### config.mk
export PLATFORM = sky130hd
export DESIGN_NAME = cmpc_top
export DESIGN_NICKNAME = d
export VERILOG_FILES = /design/src/cmpc_pkg.sv /design/src/cmpc_channel.sv /design/src/cmpc_top.sv
export SDC_FILE = /design/constraint.sdc
export NUM_CORES = 1
export LEC_CHECK = 0
export ABC_AREA = 0
export BUFFER_PORTS_ARGS = -buffer_cell sky130_fd_sc_hd__buf_2
export CORE_MARGIN = 2
export CORE_UTILIZATION = 35
export CTS_CLUSTER_DIAMETER = 200
export DETAILED_ROUTE_END_ITERATION = 8
export PLACE_DENSITY = 0.68
export REMOVE_ABC_BUFFERS = 1
export SLEW_MARGIN = 20
export SYNTH_ARGS = -nofsm -noshare
export SYNTH_HDL_FRONTEND = slang
export SYNTH_SLANG_ARGS = --single-unit
### constraint.sdc
create_clock -name i_clk -period 4.02 [get_ports i_clk]
set_input_delay 0.201 -clock i_clk [delete_from_list [all_inputs] [get_ports i_clk]]
set_output_delay 0.201 -clock i_clk [all_outputs]
set_load 0.02 [all_outputs]
### src/cmpc_pkg.sv
// Shared constants and types for the two-comparator control and status block.
package cmpc_pkg;

  // Clock and instruction-cycle timing.
  localparam int CLK_PERIOD_NS = 25;
  localparam int INSTR_CYCLE_NS = 100;
  localparam int INSTR_CLKS = (INSTR_CYCLE_NS + CLK_PERIOD_NS - 1) / CLK_PERIOD_NS;
  localparam logic [1:0] INSTR_LAST = 2'(INSTR_CLKS - 1);

  // Register indices on the 3-bit address port.
  localparam logic [2:0] OFS_CMP1_A = 3'h0;
  localparam logic [2:0] OFS_CMP1_B = 3'h1;
  localparam logic [2:0] OFS_CMP2_A = 3'h2;
  localparam logic [2:0] OFS_CMP2_B = 3'h3;
  localparam logic [2:0] OFS_MIRROR = 3'h4;
  localparam logic [2:0] OFS_FLAG = 3'h5;
  localparam logic [2:0] OFS_PORT = 3'h6;

  // Field positions in control register a.
  localparam int CA_EN_BIT = 7;
  localparam int CA_RES_BIT = 6;
  localparam int CA_INV_BIT = 4;
  localparam int CA_SPD_BIT = 2;
  localparam int CA_HYS_BIT = 1;
  localparam int CA_SYN_BIT = 0;

  // Field positions in control register b.
  localparam int CB_RISE_BIT = 7;
  localparam int CB_FALL_BIT = 6;
  localparam int CB_POS_LSB = 4;
  localparam int CB_NEG_LSB = 0;

  // Positive input select codes, equal to their route index.
  localparam logic [1:0] POS_PIN = 2'h0;
  localparam logic [1:0] POS_DAC = 2'h1;
  localparam logic [1:0] POS_FVR = 2'h2;
  localparam logic [1:0] POS_ANALOG_GROUND = 2'h3;

  // Negative input select codes; 4 and 5 are reserved.
  localparam logic [2:0] NEG_PIN3 = 3'h3;
  localparam logic [2:0] NEG_FVR = 3'h6;
  localparam logic [2:0] NEG_ANALOG_GROUND = 3'h7;
  localparam logic [2:0] OPAMP_SHARED_SEL = 3'h2;

  // Negative route indices beyond the four pins.
  localparam int NR_FVR = 4;
  localparam int NR_ANALOG_GROUND = 5;
  localparam int NR_OPAMP = 6;

  typedef struct packed {
    logic enable;
    logic invert;
    logic speed;
    logic hyst;
    logic sync_en;
  } cmpc_ctrl_a_t;

  typedef struct packed {
    logic rise_en;
    logic fall_en;
    logic [1:0] pos_sel;
    logic [2:0] neg_sel;
  } cmpc_ctrl_b_t;

  typedef struct packed {
    logic enable;
    logic speed;
    logic hyst;
    logic [3:0] pos_route;
    logic [6:0] neg_route;
  } cmpc_analog_t;

  localparam cmpc_ctrl_a_t CTRL_A_RST = '{enable: 1'b0, invert: 1'b0, speed: 1'b1,
                                          hyst: 1'b0, sync_en: 1'b0};
  localparam cmpc_ctrl_b_t CTRL_B_RST = '0;

endpackage

### src/cmpc_channel.sv
// One comparator's digital output path: synchroniser, polarity, latch, edges.
`timescale 1ns/1ps
module cmpc_channel (
  // Clock and reset
  input wire logic i_clk,
  input wire logic i_rst,
  // Analog result and controls
  input wire logic i_raw,
  input wire logic i_enable,
  input wire logic i_invert,
  input wire logic i_sync_en,
  // Timing strobes
  input wire logic i_gate_fall,
  input wire logic i_latch_stb,
  // Results
  output logic o_status,
  output logic o_ext,
  output logic o_rise,
  output logic o_fall
);

  typedef struct packed {
    logic sync1;
    logic sync2;
    logic status;
    logic ext;
    logic rise;
    logic fall;
  } cmpc_chan_st_t;

  cmpc_chan_st_t s_reg;
  cmpc_chan_st_t s_next;
  logic out_val;

  always_comb begin
    s_next = s_reg;
    s_next.sync1 = i_raw;
    s_next.sync2 = s_reg.sync1;
    // A disabled core reads as low, so toggling enable or polarity still moves the output.
    out_val = (i_enable & s_reg.sync2) ^ i_invert;
    s_next.rise = 1'b0;
    s_next.fall = 1'b0;
    if (i_latch_stb) begin
      s_next.status = out_val;
      s_next.rise = out_val & ~s_reg.status;
      s_next.fall = ~out_val & s_reg.status;
    end
    if (!i_sync_en || i_gate_fall) begin
      s_next.ext = out_val;
    end
  end

  always_ff @(posedge i_clk or posedge i_rst) begin
    if (i_rst) begin
      s_reg <= '0;
    end else begin
      s_reg <= s_next;
    end
  end

  assign o_status = s_reg.status;
  assign o_ext = s_reg.ext;
  assign o_rise = s_reg.rise;
  assign o_fall = s_reg.fall;

  property p_status_value;
    @(posedge i_clk) disable iff (i_rst)
    i_latch_stb |=> o_status == ($past(s_reg.sync2 & i_enable) ^ $past(i_invert));
  endproperty
  a_status_value: assert property (p_status_value) else $error("status not polarity result");

  property p_status_hold;
    @(posedge i_clk) disable iff (i_rst)
    !i_latch_stb |=> $stable(o_status);
  endproperty
  a_status_hold: assert property (p_status_hold) else $error("status moved between latches");

  property p_sync_depth;
    @(posedge i_clk) disable iff (i_rst)
    i_raw ##1 i_raw |=> s_reg.sync2;
  endproperty
  a_sync_depth: assert property (p_sync_depth) else $error("synchroniser depth wrong");

  property p_ext_hold;
    @(posedge i_clk) disable iff (i_rst)
    (i_sync_en && !i_gate_fall) |=> $stable(o_ext);
  endproperty
  a_ext_hold: assert property (p_ext_hold) else $error("synced output moved");

  property p_edge_seen;
    @(posedge i_clk) disable iff (i_rst)
    (i_latch_stb && (o_status != out_val)) |=> (o_rise ^ o_fall);
  endproperty
  a_edge_seen: assert property (p_edge_seen) else $error("status change gave no edge");

endmodule

### src/cmpc_top.sv
// Register bank and control logic for two analog comparators.
// Behaviour
// Positive select: 00 pin, 01 DAC, 10 fixed reference, 11 analog ground.
// Negative select: 000-011 pins 0-3, 100/101 nothing, 110 reference, 111 ground.
// A disabled comparator has every input disconnected.
// Control a bit 7 enables the comparator; resets to zero.
// Control a bit 6 reads the comparator result after polarity.
// Control a bit 4 inverts the result for status, edges and outputs.
// Control a bit 2 selects high speed when set; resets to one.
// Control a bit 1 enables input hysteresis.
// Control a bit 0 makes the timer output update on gate clock falls.
// Control b bit 7 sets the flag on a rising status edge.
// Control b bit 6 sets the flag on a falling status edge.
// Mirror register: bit 1 comparator two, bit 0 comparator one, others zero.
// Unused bits of the control registers read zero and ignore writes.
// Shared pin with the op-amp enabled routes the op-amp to the negative node.
// Port reads give zero for every analog-selected pin.
// Software sets analog select and direction before using a pin.
// Software clears the flag; an edge in the clearing cycle keeps it set.
// Toggling polarity or enable can raise an edge and the flag.
// Status is latched once per instruction cycle.
// Raw results pass a two-stage synchroniser before use.
`timescale 1ns/1ps
module cmpc_top (
  // Clock and reset
  input wire logic i_clk,
  input wire logic i_rst,
  // Register port
  input wire logic [2:0] i_addr,
  input wire logic [7:0] i_wdata,
  input wire logic i_wr,
  input wire logic i_rd,
  output logic [7:0] o_rdata,
  // Comparator cores and neighbours
  input wire logic [1:0] i_raw,
  input wire logic i_gate_clk,
  input wire logic [1:0] i_opamp_en,
  // Port pins
  input wire logic [7:0] i_pin_level,
  input wire logic [7:0] i_analog_sel,
  // Analog controls, timer outputs and flags
  output cmpc_pkg::cmpc_analog_t [1:0] o_analog,
  output logic [1:0] o_gate_out,
  output logic [1:0] o_irq_flag
);

  typedef struct packed {
    cmpc_pkg::cmpc_ctrl_a_t [1:0] ctrl_a;
    cmpc_pkg::cmpc_ctrl_b_t [1:0] ctrl_b;
    logic [1:0] flag;
    logic [7:0] rdata;
    cmpc_pkg::cmpc_analog_t [1:0] analog;
    logic gate_prev;
    logic gate_fall;
    logic [1:0] icnt;
    logic latch_stb;
  } cmpc_top_st_t;

  cmpc_top_st_t s_reg;
  cmpc_top_st_t s_next;
  logic [1:0] status;
  logic [1:0] rise;
  logic [1:0] fall;

  function automatic cmpc_pkg::cmpc_ctrl_a_t wr_ctrl_a(input logic [7:0] d);
    cmpc_pkg::cmpc_ctrl_a_t c;
    c.enable = d[cmpc_pkg::CA_EN_BIT];
    c.invert = d[cmpc_pkg::CA_INV_BIT];
    c.speed = d[cmpc_pkg::CA_SPD_BIT];
    c.hyst = d[cmpc_pkg::CA_HYS_BIT];
    c.sync_en = d[cmpc_pkg::CA_SYN_BIT];
    return c;
  endfunction

  function automatic logic [7:0] rd_ctrl_a(input cmpc_pkg::cmpc_ctrl_a_t c, input logic st);
    logic [7:0] r;
    r = 8'h00;
    r[cmpc_pkg::CA_EN_BIT] = c.enable;
    r[cmpc_pkg::CA_RES_BIT] = st;
    r[cmpc_pkg::CA_INV_BIT] = c.invert;
    r[cmpc_pkg::CA_SPD_BIT] = c.speed;
    r[cmpc_pkg::CA_HYS_BIT] = c.hyst;
    r[cmpc_pkg::CA_SYN_BIT] = c.sync_en;
    return r;
  endfunction

  function automatic cmpc_pkg::cmpc_ctrl_b_t wr_ctrl_b(input logic [7:0] d);
    cmpc_pkg::cmpc_ctrl_b_t c;
    c.rise_en = d[cmpc_pkg::CB_RISE_BIT];
    c.fall_en = d[cmpc_pkg::CB_FALL_BIT];
    c.pos_sel = d[cmpc_pkg::CB_POS_LSB +: 2];
    c.neg_sel = d[cmpc_pkg::CB_NEG_LSB +: 3];
    return c;
  endfunction

  function automatic logic [7:0] rd_ctrl_b(input cmpc_pkg::cmpc_ctrl_b_t c);
    logic [7:0] r;
    r = 8'h00;
    r[cmpc_pkg::CB_RISE_BIT] = c.rise_en;
    r[cmpc_pkg::CB_FALL_BIT] = c.fall_en;
    r[cmpc_pkg::CB_POS_LSB +: 2] = c.pos_sel;
    r[cmpc_pkg::CB_NEG_LSB +: 3] = c.neg_sel;
    return r;
  endfunction

  function automatic logic [3:0] pos_route(input logic en, input logic [1:0] sel);
    logic [3:0] r;
    r = 4'h0;
    if (en) begin
      case (sel)
        cmpc_pkg::POS_PIN: r[cmpc_pkg::POS_PIN] = 1'b1;
        cmpc_pkg::POS_DAC: r[cmpc_pkg::POS_DAC] = 1'b1;
        cmpc_pkg::POS_FVR: r[cmpc_pkg::POS_FVR] = 1'b1;
        default: r[cmpc_pkg::POS_ANALOG_GROUND] = 1'b1;
      endcase
    end
    return r;
  endfunction

  function automatic logic [6:0] neg_route(input logic en, input logic [2:0] sel,
                                           input logic opamp);
    logic [6:0] r;
    r = 7'h00;
    if (en) begin
      if (sel <= cmpc_pkg::NEG_PIN3) begin
        if (sel == cmpc_pkg::OPAMP_SHARED_SEL && opamp) begin
          r[cmpc_pkg::NR_OPAMP] = 1'b1;
        end else begin
          r[sel[1:0]] = 1'b1;
        end
      end else if (sel == cmpc_pkg::NEG_FVR) begin
        r[cmpc_pkg::NR_FVR] = 1'b1;
      end else if (sel == cmpc_pkg::NEG_ANALOG_GROUND) begin
        r[cmpc_pkg::NR_ANALOG_GROUND] = 1'b1;
      end
    end
    return r;
  endfunction

  // Both comparator channels share the instruction strobe and the gate clock edge.
  for (genvar k = 0; k < 2; k++) begin : g_chan
    cmpc_channel u_chan (
      .i_clk(i_clk),
      .i_rst(i_rst),
      .i_raw(i_raw[k]),
      .i_enable(s_reg.ctrl_a[k].enable),
      .i_invert(s_reg.ctrl_a[k].invert),
      .i_sync_en(s_reg.ctrl_a[k].sync_en),
      .i_gate_fall(s_reg.gate_fall),
      .i_latch_stb(s_reg.latch_stb),
      .o_status(status[k]),
      .o_ext(o_gate_out[k]),
      .o_rise(rise[k]),
      .o_fall(fall[k])
    );
  end

  always_comb begin
    s_next = s_reg;
    s_next.rdata = 8'h00;
    // The gate clock is sampled as a plain input; its falls pace synced outputs.
    s_next.gate_prev = i_gate_clk;
    s_next.gate_fall = s_reg.gate_prev & ~i_gate_clk;
    s_next.latch_stb = (s_reg.icnt == cmpc_pkg::INSTR_LAST);
    if (s_reg.icnt == cmpc_pkg::INSTR_LAST) begin
      s_next.icnt = 2'h0;
    end else begin
      s_next.icnt = s_reg.icnt + 2'h1;
    end
    if (i_wr) begin
      case (i_addr)
        cmpc_pkg::OFS_CMP1_A: s_next.ctrl_a[0] = wr_ctrl_a(i_wdata);
        cmpc_pkg::OFS_CMP1_B: s_next.ctrl_b[0] = wr_ctrl_b(i_wdata);
        cmpc_pkg::OFS_CMP2_A: s_next.ctrl_a[1] = wr_ctrl_a(i_wdata);
        cmpc_pkg::OFS_CMP2_B: s_next.ctrl_b[1] = wr_ctrl_b(i_wdata);
        default: s_next.ctrl_a = s_reg.ctrl_a;
      endcase
    end
    for (int k = 0; k < 2; k++) begin
      // Writing zero to a flag bit clears it, but a fresh edge in that cycle wins.
      if (i_wr && i_addr == cmpc_pkg::OFS_FLAG && !i_wdata[k]) begin
        s_next.flag[k] = 1'b0;
      end
      if ((rise[k] && s_reg.ctrl_b[k].rise_en) || (fall[k] && s_reg.ctrl_b[k].fall_en)) begin
        s_next.flag[k] = 1'b1;
      end
      s_next.analog[k].enable = s_reg.ctrl_a[k].enable;
      s_next.analog[k].speed = s_reg.ctrl_a[k].speed;
      s_next.analog[k].hyst = s_reg.ctrl_a[k].hyst;
      s_next.analog[k].pos_route = pos_route(s_reg.ctrl_a[k].enable, s_reg.ctrl_b[k].pos_sel);
      s_next.analog[k].neg_route = neg_route(s_reg.ctrl_a[k].enable,
                                             s_reg.ctrl_b[k].neg_sel, i_opamp_en[k]);
    end
    if (i_rd) begin
      case (i_addr)
        cmpc_pkg::OFS_CMP1_A: s_next.rdata = rd_ctrl_a(s_reg.ctrl_a[0], status[0]);
        cmpc_pkg::OFS_CMP1_B: s_next.rdata = rd_ctrl_b(s_reg.ctrl_b[0]);
        cmpc_pkg::OFS_CMP2_A: s_next.rdata = rd_ctrl_a(s_reg.ctrl_a[1], status[1]);
        cmpc_pkg::OFS_CMP2_B: s_next.rdata = rd_ctrl_b(s_reg.ctrl_b[1]);
        cmpc_pkg::OFS_MIRROR: s_next.rdata = {6'h00, status};
        cmpc_pkg::OFS_FLAG: s_next.rdata = {6'h00, s_reg.flag};
        cmpc_pkg::OFS_PORT: s_next.rdata = i_pin_level & ~i_analog_sel;
        default: s_next.rdata = 8'h00;
      endcase
    end
  end

  always_ff @(posedge i_clk or posedge i_rst) begin
    if (i_rst) begin
      s_reg <= '0;
      s_reg.ctrl_a <= {cmpc_pkg::CTRL_A_RST, cmpc_pkg::CTRL_A_RST};
      s_reg.ctrl_b <= {cmpc_pkg::CTRL_B_RST, cmpc_pkg::CTRL_B_RST};
    end else begin
      s_reg <= s_next;
    end
  end

  assign o_rdata = s_reg.rdata;
  assign o_analog = s_reg.analog;
  assign o_irq_flag = s_reg.flag;

  property p_rise_sets_flag;
    @(posedge i_clk) disable iff (i_rst)
    (rise[0] && s_reg.ctrl_b[0].rise_en) |=> o_irq_flag[0];
  endproperty
  a_rise_sets_flag: assert property (p_rise_sets_flag) else $error("rise lost");

  property p_fall_sets_flag;
    @(posedge i_clk) disable iff (i_rst)
    (fall[1] && s_reg.ctrl_b[1].fall_en) |=> o_irq_flag[1];
  endproperty
  a_fall_sets_flag: assert property (p_fall_sets_flag) else $error("fall lost");

  property p_clear_flag;
    @(posedge i_clk) disable iff (i_rst)
    (i_wr && i_addr == cmpc_pkg::OFS_FLAG && !i_wdata[0] && !rise[0] && !fall[0])
      |=> !o_irq_flag[0];
  endproperty
  a_clear_flag: assert property (p_clear_flag) else $error("flag not cleared");

  property p_disabled_routes;
    @(posedge i_clk) disable iff (i_rst)
    !s_reg.ctrl_a[0].enable |=> (o_analog[0].pos_route == 4'h0)
                                && (o_analog[0].neg_route == 7'h00);
  endproperty
  a_disabled_routes: assert property (p_disabled_routes) else $error("input left on");

  property p_pos_analog_ground;
    @(posedge i_clk) disable iff (i_rst)
    (s_reg.ctrl_a[1].enable && s_reg.ctrl_b[1].pos_sel == cmpc_pkg::POS_ANALOG_GROUND)
      |=> o_analog[1].pos_route == 4'h8;
  endproperty
  a_pos_analog_ground: assert property (p_pos_analog_ground) else $error("ground not routed");

  property p_neg_reserved;
    @(posedge i_clk) disable iff (i_rst)
    (s_reg.ctrl_b[0].neg_sel[2:1] == 2'h2) |=> o_analog[0].neg_route == 7'h00;
  endproperty
  a_neg_reserved: assert property (p_neg_reserved) else $error("reserved code routed");

  property p_opamp_route;
    @(posedge i_clk) disable iff (i_rst)
    (s_reg.ctrl_a[0].enable && i_opamp_en[0]
     && s_reg.ctrl_b[0].neg_sel == cmpc_pkg::OPAMP_SHARED_SEL) |=> o_analog[0].neg_route == 7'h40;
  endproperty
  a_opamp_route: assert property (p_opamp_route) else $error("op-amp not routed");

  property p_port_analog_zero;
    @(posedge i_clk) disable iff (i_rst)
    (i_rd && i_addr == cmpc_pkg::OFS_PORT) |=> (o_rdata & $past(i_analog_sel)) == 8'h00;
  endproperty
  a_port_analog_zero: assert property (p_port_analog_zero) else $error("analog pin read");

  property p_mirror;
    @(posedge i_clk) disable iff (i_rst)
    (i_rd && i_addr == cmpc_pkg::OFS_MIRROR) |=> o_rdata == {6'h00, $past(status)};
  endproperty
  a_mirror: assert property (p_mirror) else $error("mirror mismatch");

  property p_strobe_spacing;
    @(posedge i_clk) disable iff (i_rst)
    s_reg.latch_stb |=> !s_reg.latch_stb [*3] ##1 s_reg.latch_stb;
  endproperty
  a_strobe_spacing: assert property (p_strobe_spacing) else $error("latch pace wrong");

  property p_rdata_idle;
    @(posedge i_clk) disable iff (i_rst)
    !i_rd |=> o_rdata == 8'h00;
  endproperty
  a_rdata_idle: assert property (p_rdata_idle) else $error("read data without read");

endmodule

==> qor.csv <==
stage;metric;value;unit
outcome;outcome;finished, final reports clean;
sta;hold_viol_final;0;
hold_path;min_from;i_opamp_en[1];
worst_setup_path;max_stage_delay;0.48;ns
place;routabilityCongestion;0.820;
clock_tree;cts_tree;done;
logic_synthesis;avgSynthCellArea;12.7;um^2
global_routing;antenna_found_initial;0;
detailed_routing;detail-route-antenna-nets;0;
logic_synthesis;ys_warn_count;0;
finish;final_nets;351;
worst_setup_path;crit_slowest_cell;and3_1;
global_routing;overflow;0;
worst_setup_path;critPathKind;in2reg;
sta;tightest_slew;0.748;ns
floorplanning;die_y;103;um
clock_tree;h-tree-depth;3;
finish;diodes;0;
worst_setup_path;start_kind;input port;
floorplanning;fp.coreArea;9590;um^2
pwr;power;0.00203;W
worst_setup_path;reg2reg_from;s_next[18];
sta;worst_clock_skew;0.00527;ns
worst_setup_path;endpoint_kind;flip-flop;
worst_setup_path;crit_fanout;16;
clock_tree;cts_buffers;9;
clock_tree;root_buffer;clkbuf_8;
clock_tree;clock-sinks;79;
place;port_buffers;74;
logic_synthesis;seq_area_frac_synth;0.580;
pwr;p_leak;1.89;nW
global_routing;grt_max_degree;63;
detailed_routing;drt_iter0_markers;88;
worst_setup_path;crit_chain;buf_2 -> nor2b_1 -> and3_1 -> mux2_4;
pwr;vdd_ir_drop_max;224;uV
floorplanning;die_w;103;um
detailed_routing;drc;0;
run;drv_cap;0;
floorplanning;die_area;10600;um^2
sta;fmaxAchievable;0.683;GHz
global_routing;grt_pass1_wl;10.0;mm
logic_synthesis;yosysUniqueCellTypes;33;
detailed_routing;avgViaCountPerCell;4.60;
worst_setup_path;critPathLaunch;i_addr[1];
finish;mostFrequentLayoutCell;dfrtp_1;
logic_synthesis;synth_area;3410;um^2
clock_tree;cts_buffer_depth;2;
sta;finalSetupViolations;0;
pwr;power.density;525;nW/um^2
detailed_routing;vias;2080;
global_routing;grtUsageTotal;0.128;
worst_setup_path;required;4.25;ns
clock_tree;clkSlewWorstSetupHoldPaths;0.08;ns
worst_setup_path;cp.arrival;1.70;ns
finish;syn2layout_area_growth;13.2;%
sta;slew-limit-headroom;0.501;
detailed_routing;drt-total-wl;6.49;mm
sta;report.final.slew_viol_count;0;
finish;drive_above_1_share;0.395;
global_routing;grt_pass1_vias;1996;
detailed_routing;wl_per_cell;14.4;um
clock_tree;cts-resized-gates;0;
logic_synthesis;syn_inst;269;
finish;largest_reg_flops;28;
sta;fin_crit_sh;0.364;
sta;period_minus_slack;1.46;ns
floorplanning;initial_core_util;0.356;
sta;tns;0;ns
detailed_routing;dr.pass1.iters;4;
floorplanning;pin_count;76;
place;hpwl;4.72;mm
floorplanning;rows;36;
logic_synthesis;synth_seq_cells;79;
clock_tree;clock_latency;0.35;ns
finish;final_cell_mix;77 x dfrtp_1, 74 x buf_2, 17 x nor2_1;
hold_path;hp-class;in2reg;
sta;rsz0062_at_grt;no;
## metal layers
layer,share of wire,vias to the layer above,track usage
met5,0,-,0
met4,0.016,0,0.0646
met3,0.061,10,0.0380
met2,0.50,47,0.208
met1,0.43,1038,0.154
li1,-,985,-
## kinds of logic (layout without fill, tap and decap cells)
logic type               count (synthesis)  count (layout)  share of synthesized area
AND/OR/NAND/NOR                         78              78                      0.136
adder cells (fa/ha/maj)                  1               1                    0.00367
flip-flops                              79              79                      0.580
XOR/XNOR                                 2               2                    0.00514
AO/OA/AOI/OAI                           27              27                     0.0503
multiplexers                            31              31                      0.119
buffers and inverters                   51             101                      0.106
## critical path, delay by kind of cell
family | cells | cell delay [ns]
simple gates | 2 | 0.85
buf+inv | 1 | 0.31
mux | 1 | 0.34
## Yosys cell counts
library cell	n	area, um^2
and3b_1	5	43.8
nand4b_1	4	35.0
mux2_4	12	180
nand3_2	1	10.0
nand3_1	1	5.00
a21oi_1	9	45.0
nand2b_1	7	43.8
inv_1	4	15.0
buf_6	2	22.5
a22oi_1	5	37.5
a32oi_1	2	17.5
mux4_2	1	22.5
buf_2	4	20.0
o21ai_0	4	20.0
dfstp_2	2	52.6
inv_2	1	3.75
nor3_1	6	30.0
ha_1	1	12.5
buf_4	40	300
o32ai_1	3	26.3
mux2_1	3	33.8
nor2_1	17	63.8
nor2b_4	1	13.8
mux2_2	15	169
nor4b_4	1	23.8
xor2_1	2	17.5
and3_1	6	37.5
and4b_1	2	20.0
nand2_1	16	60.1
a31oi_1	4	25.0
nor2b_1	5	31.3
nor3b_1	6	45.0
dfrtp_1	77	1930
## power breakdown
part | internal, W | switching, W
sequential | 0.000934 | 0.000111
combinational | 0.000182 | 0.000220
clock | 0.000300 | 0.000281
total | 0.00142 | 0.000612
## layout make-up
| cell class | instances | area, um^2 |
|---|---|---|
| Fill cell | 909 | 5730 |
| Sequential cell | 79 | 1980 |
| Multi-Input combinational cell | 139 | 1070 |
| Timing Repair Buffer | 80 | 428 |
| Tap cell | 133 | 166 |
| Clock buffer | 10 | 138 |
| Clock inverter | 6 | 60.1 |
| Inverter | 5 | 20.0 |
## per-stage QoR
stage	utilization	std cells	instance area [um^2]	hold WS [ns]	worst slack, ns
2_1_floorplan	-	223	3070	0.232	1.80
3_3_place_gp	0.377	431	3610	0.152	2.22
3_5_place_dp	0.377	431	3610	0.160	2.22
4_1_cts	0.402	452	3860	0.00603	2.58
5_1_grt	0.402	452	3860	0.0149	2.41
6_report	0.402	452	3860	0.0247	2.56
## path summary, 6_finish.rpt
kind                                        endpoint  slack [ns]  cells after the start
setup reg to reg                          o_rdata[7]        2.72                      3
max in group asynchronous                 o_rdata[1]        2.64                      4
min in group asynchronous               o_analog[19]        0.34                      3
hold reg to reg            g_chan[0].u_chan.s_reg[4]        0.35                      0
hold / removal                          o_analog[16]        0.02                      2
setup / recovery                          s_next[30]        2.56                      4
## what timing repair did
action                    CTS  global route
buffers inserted            0             0
hold buffers                5             0
hold endpoints to repair   21             0
Note: power is estimated with default switching activity, not from simulation.
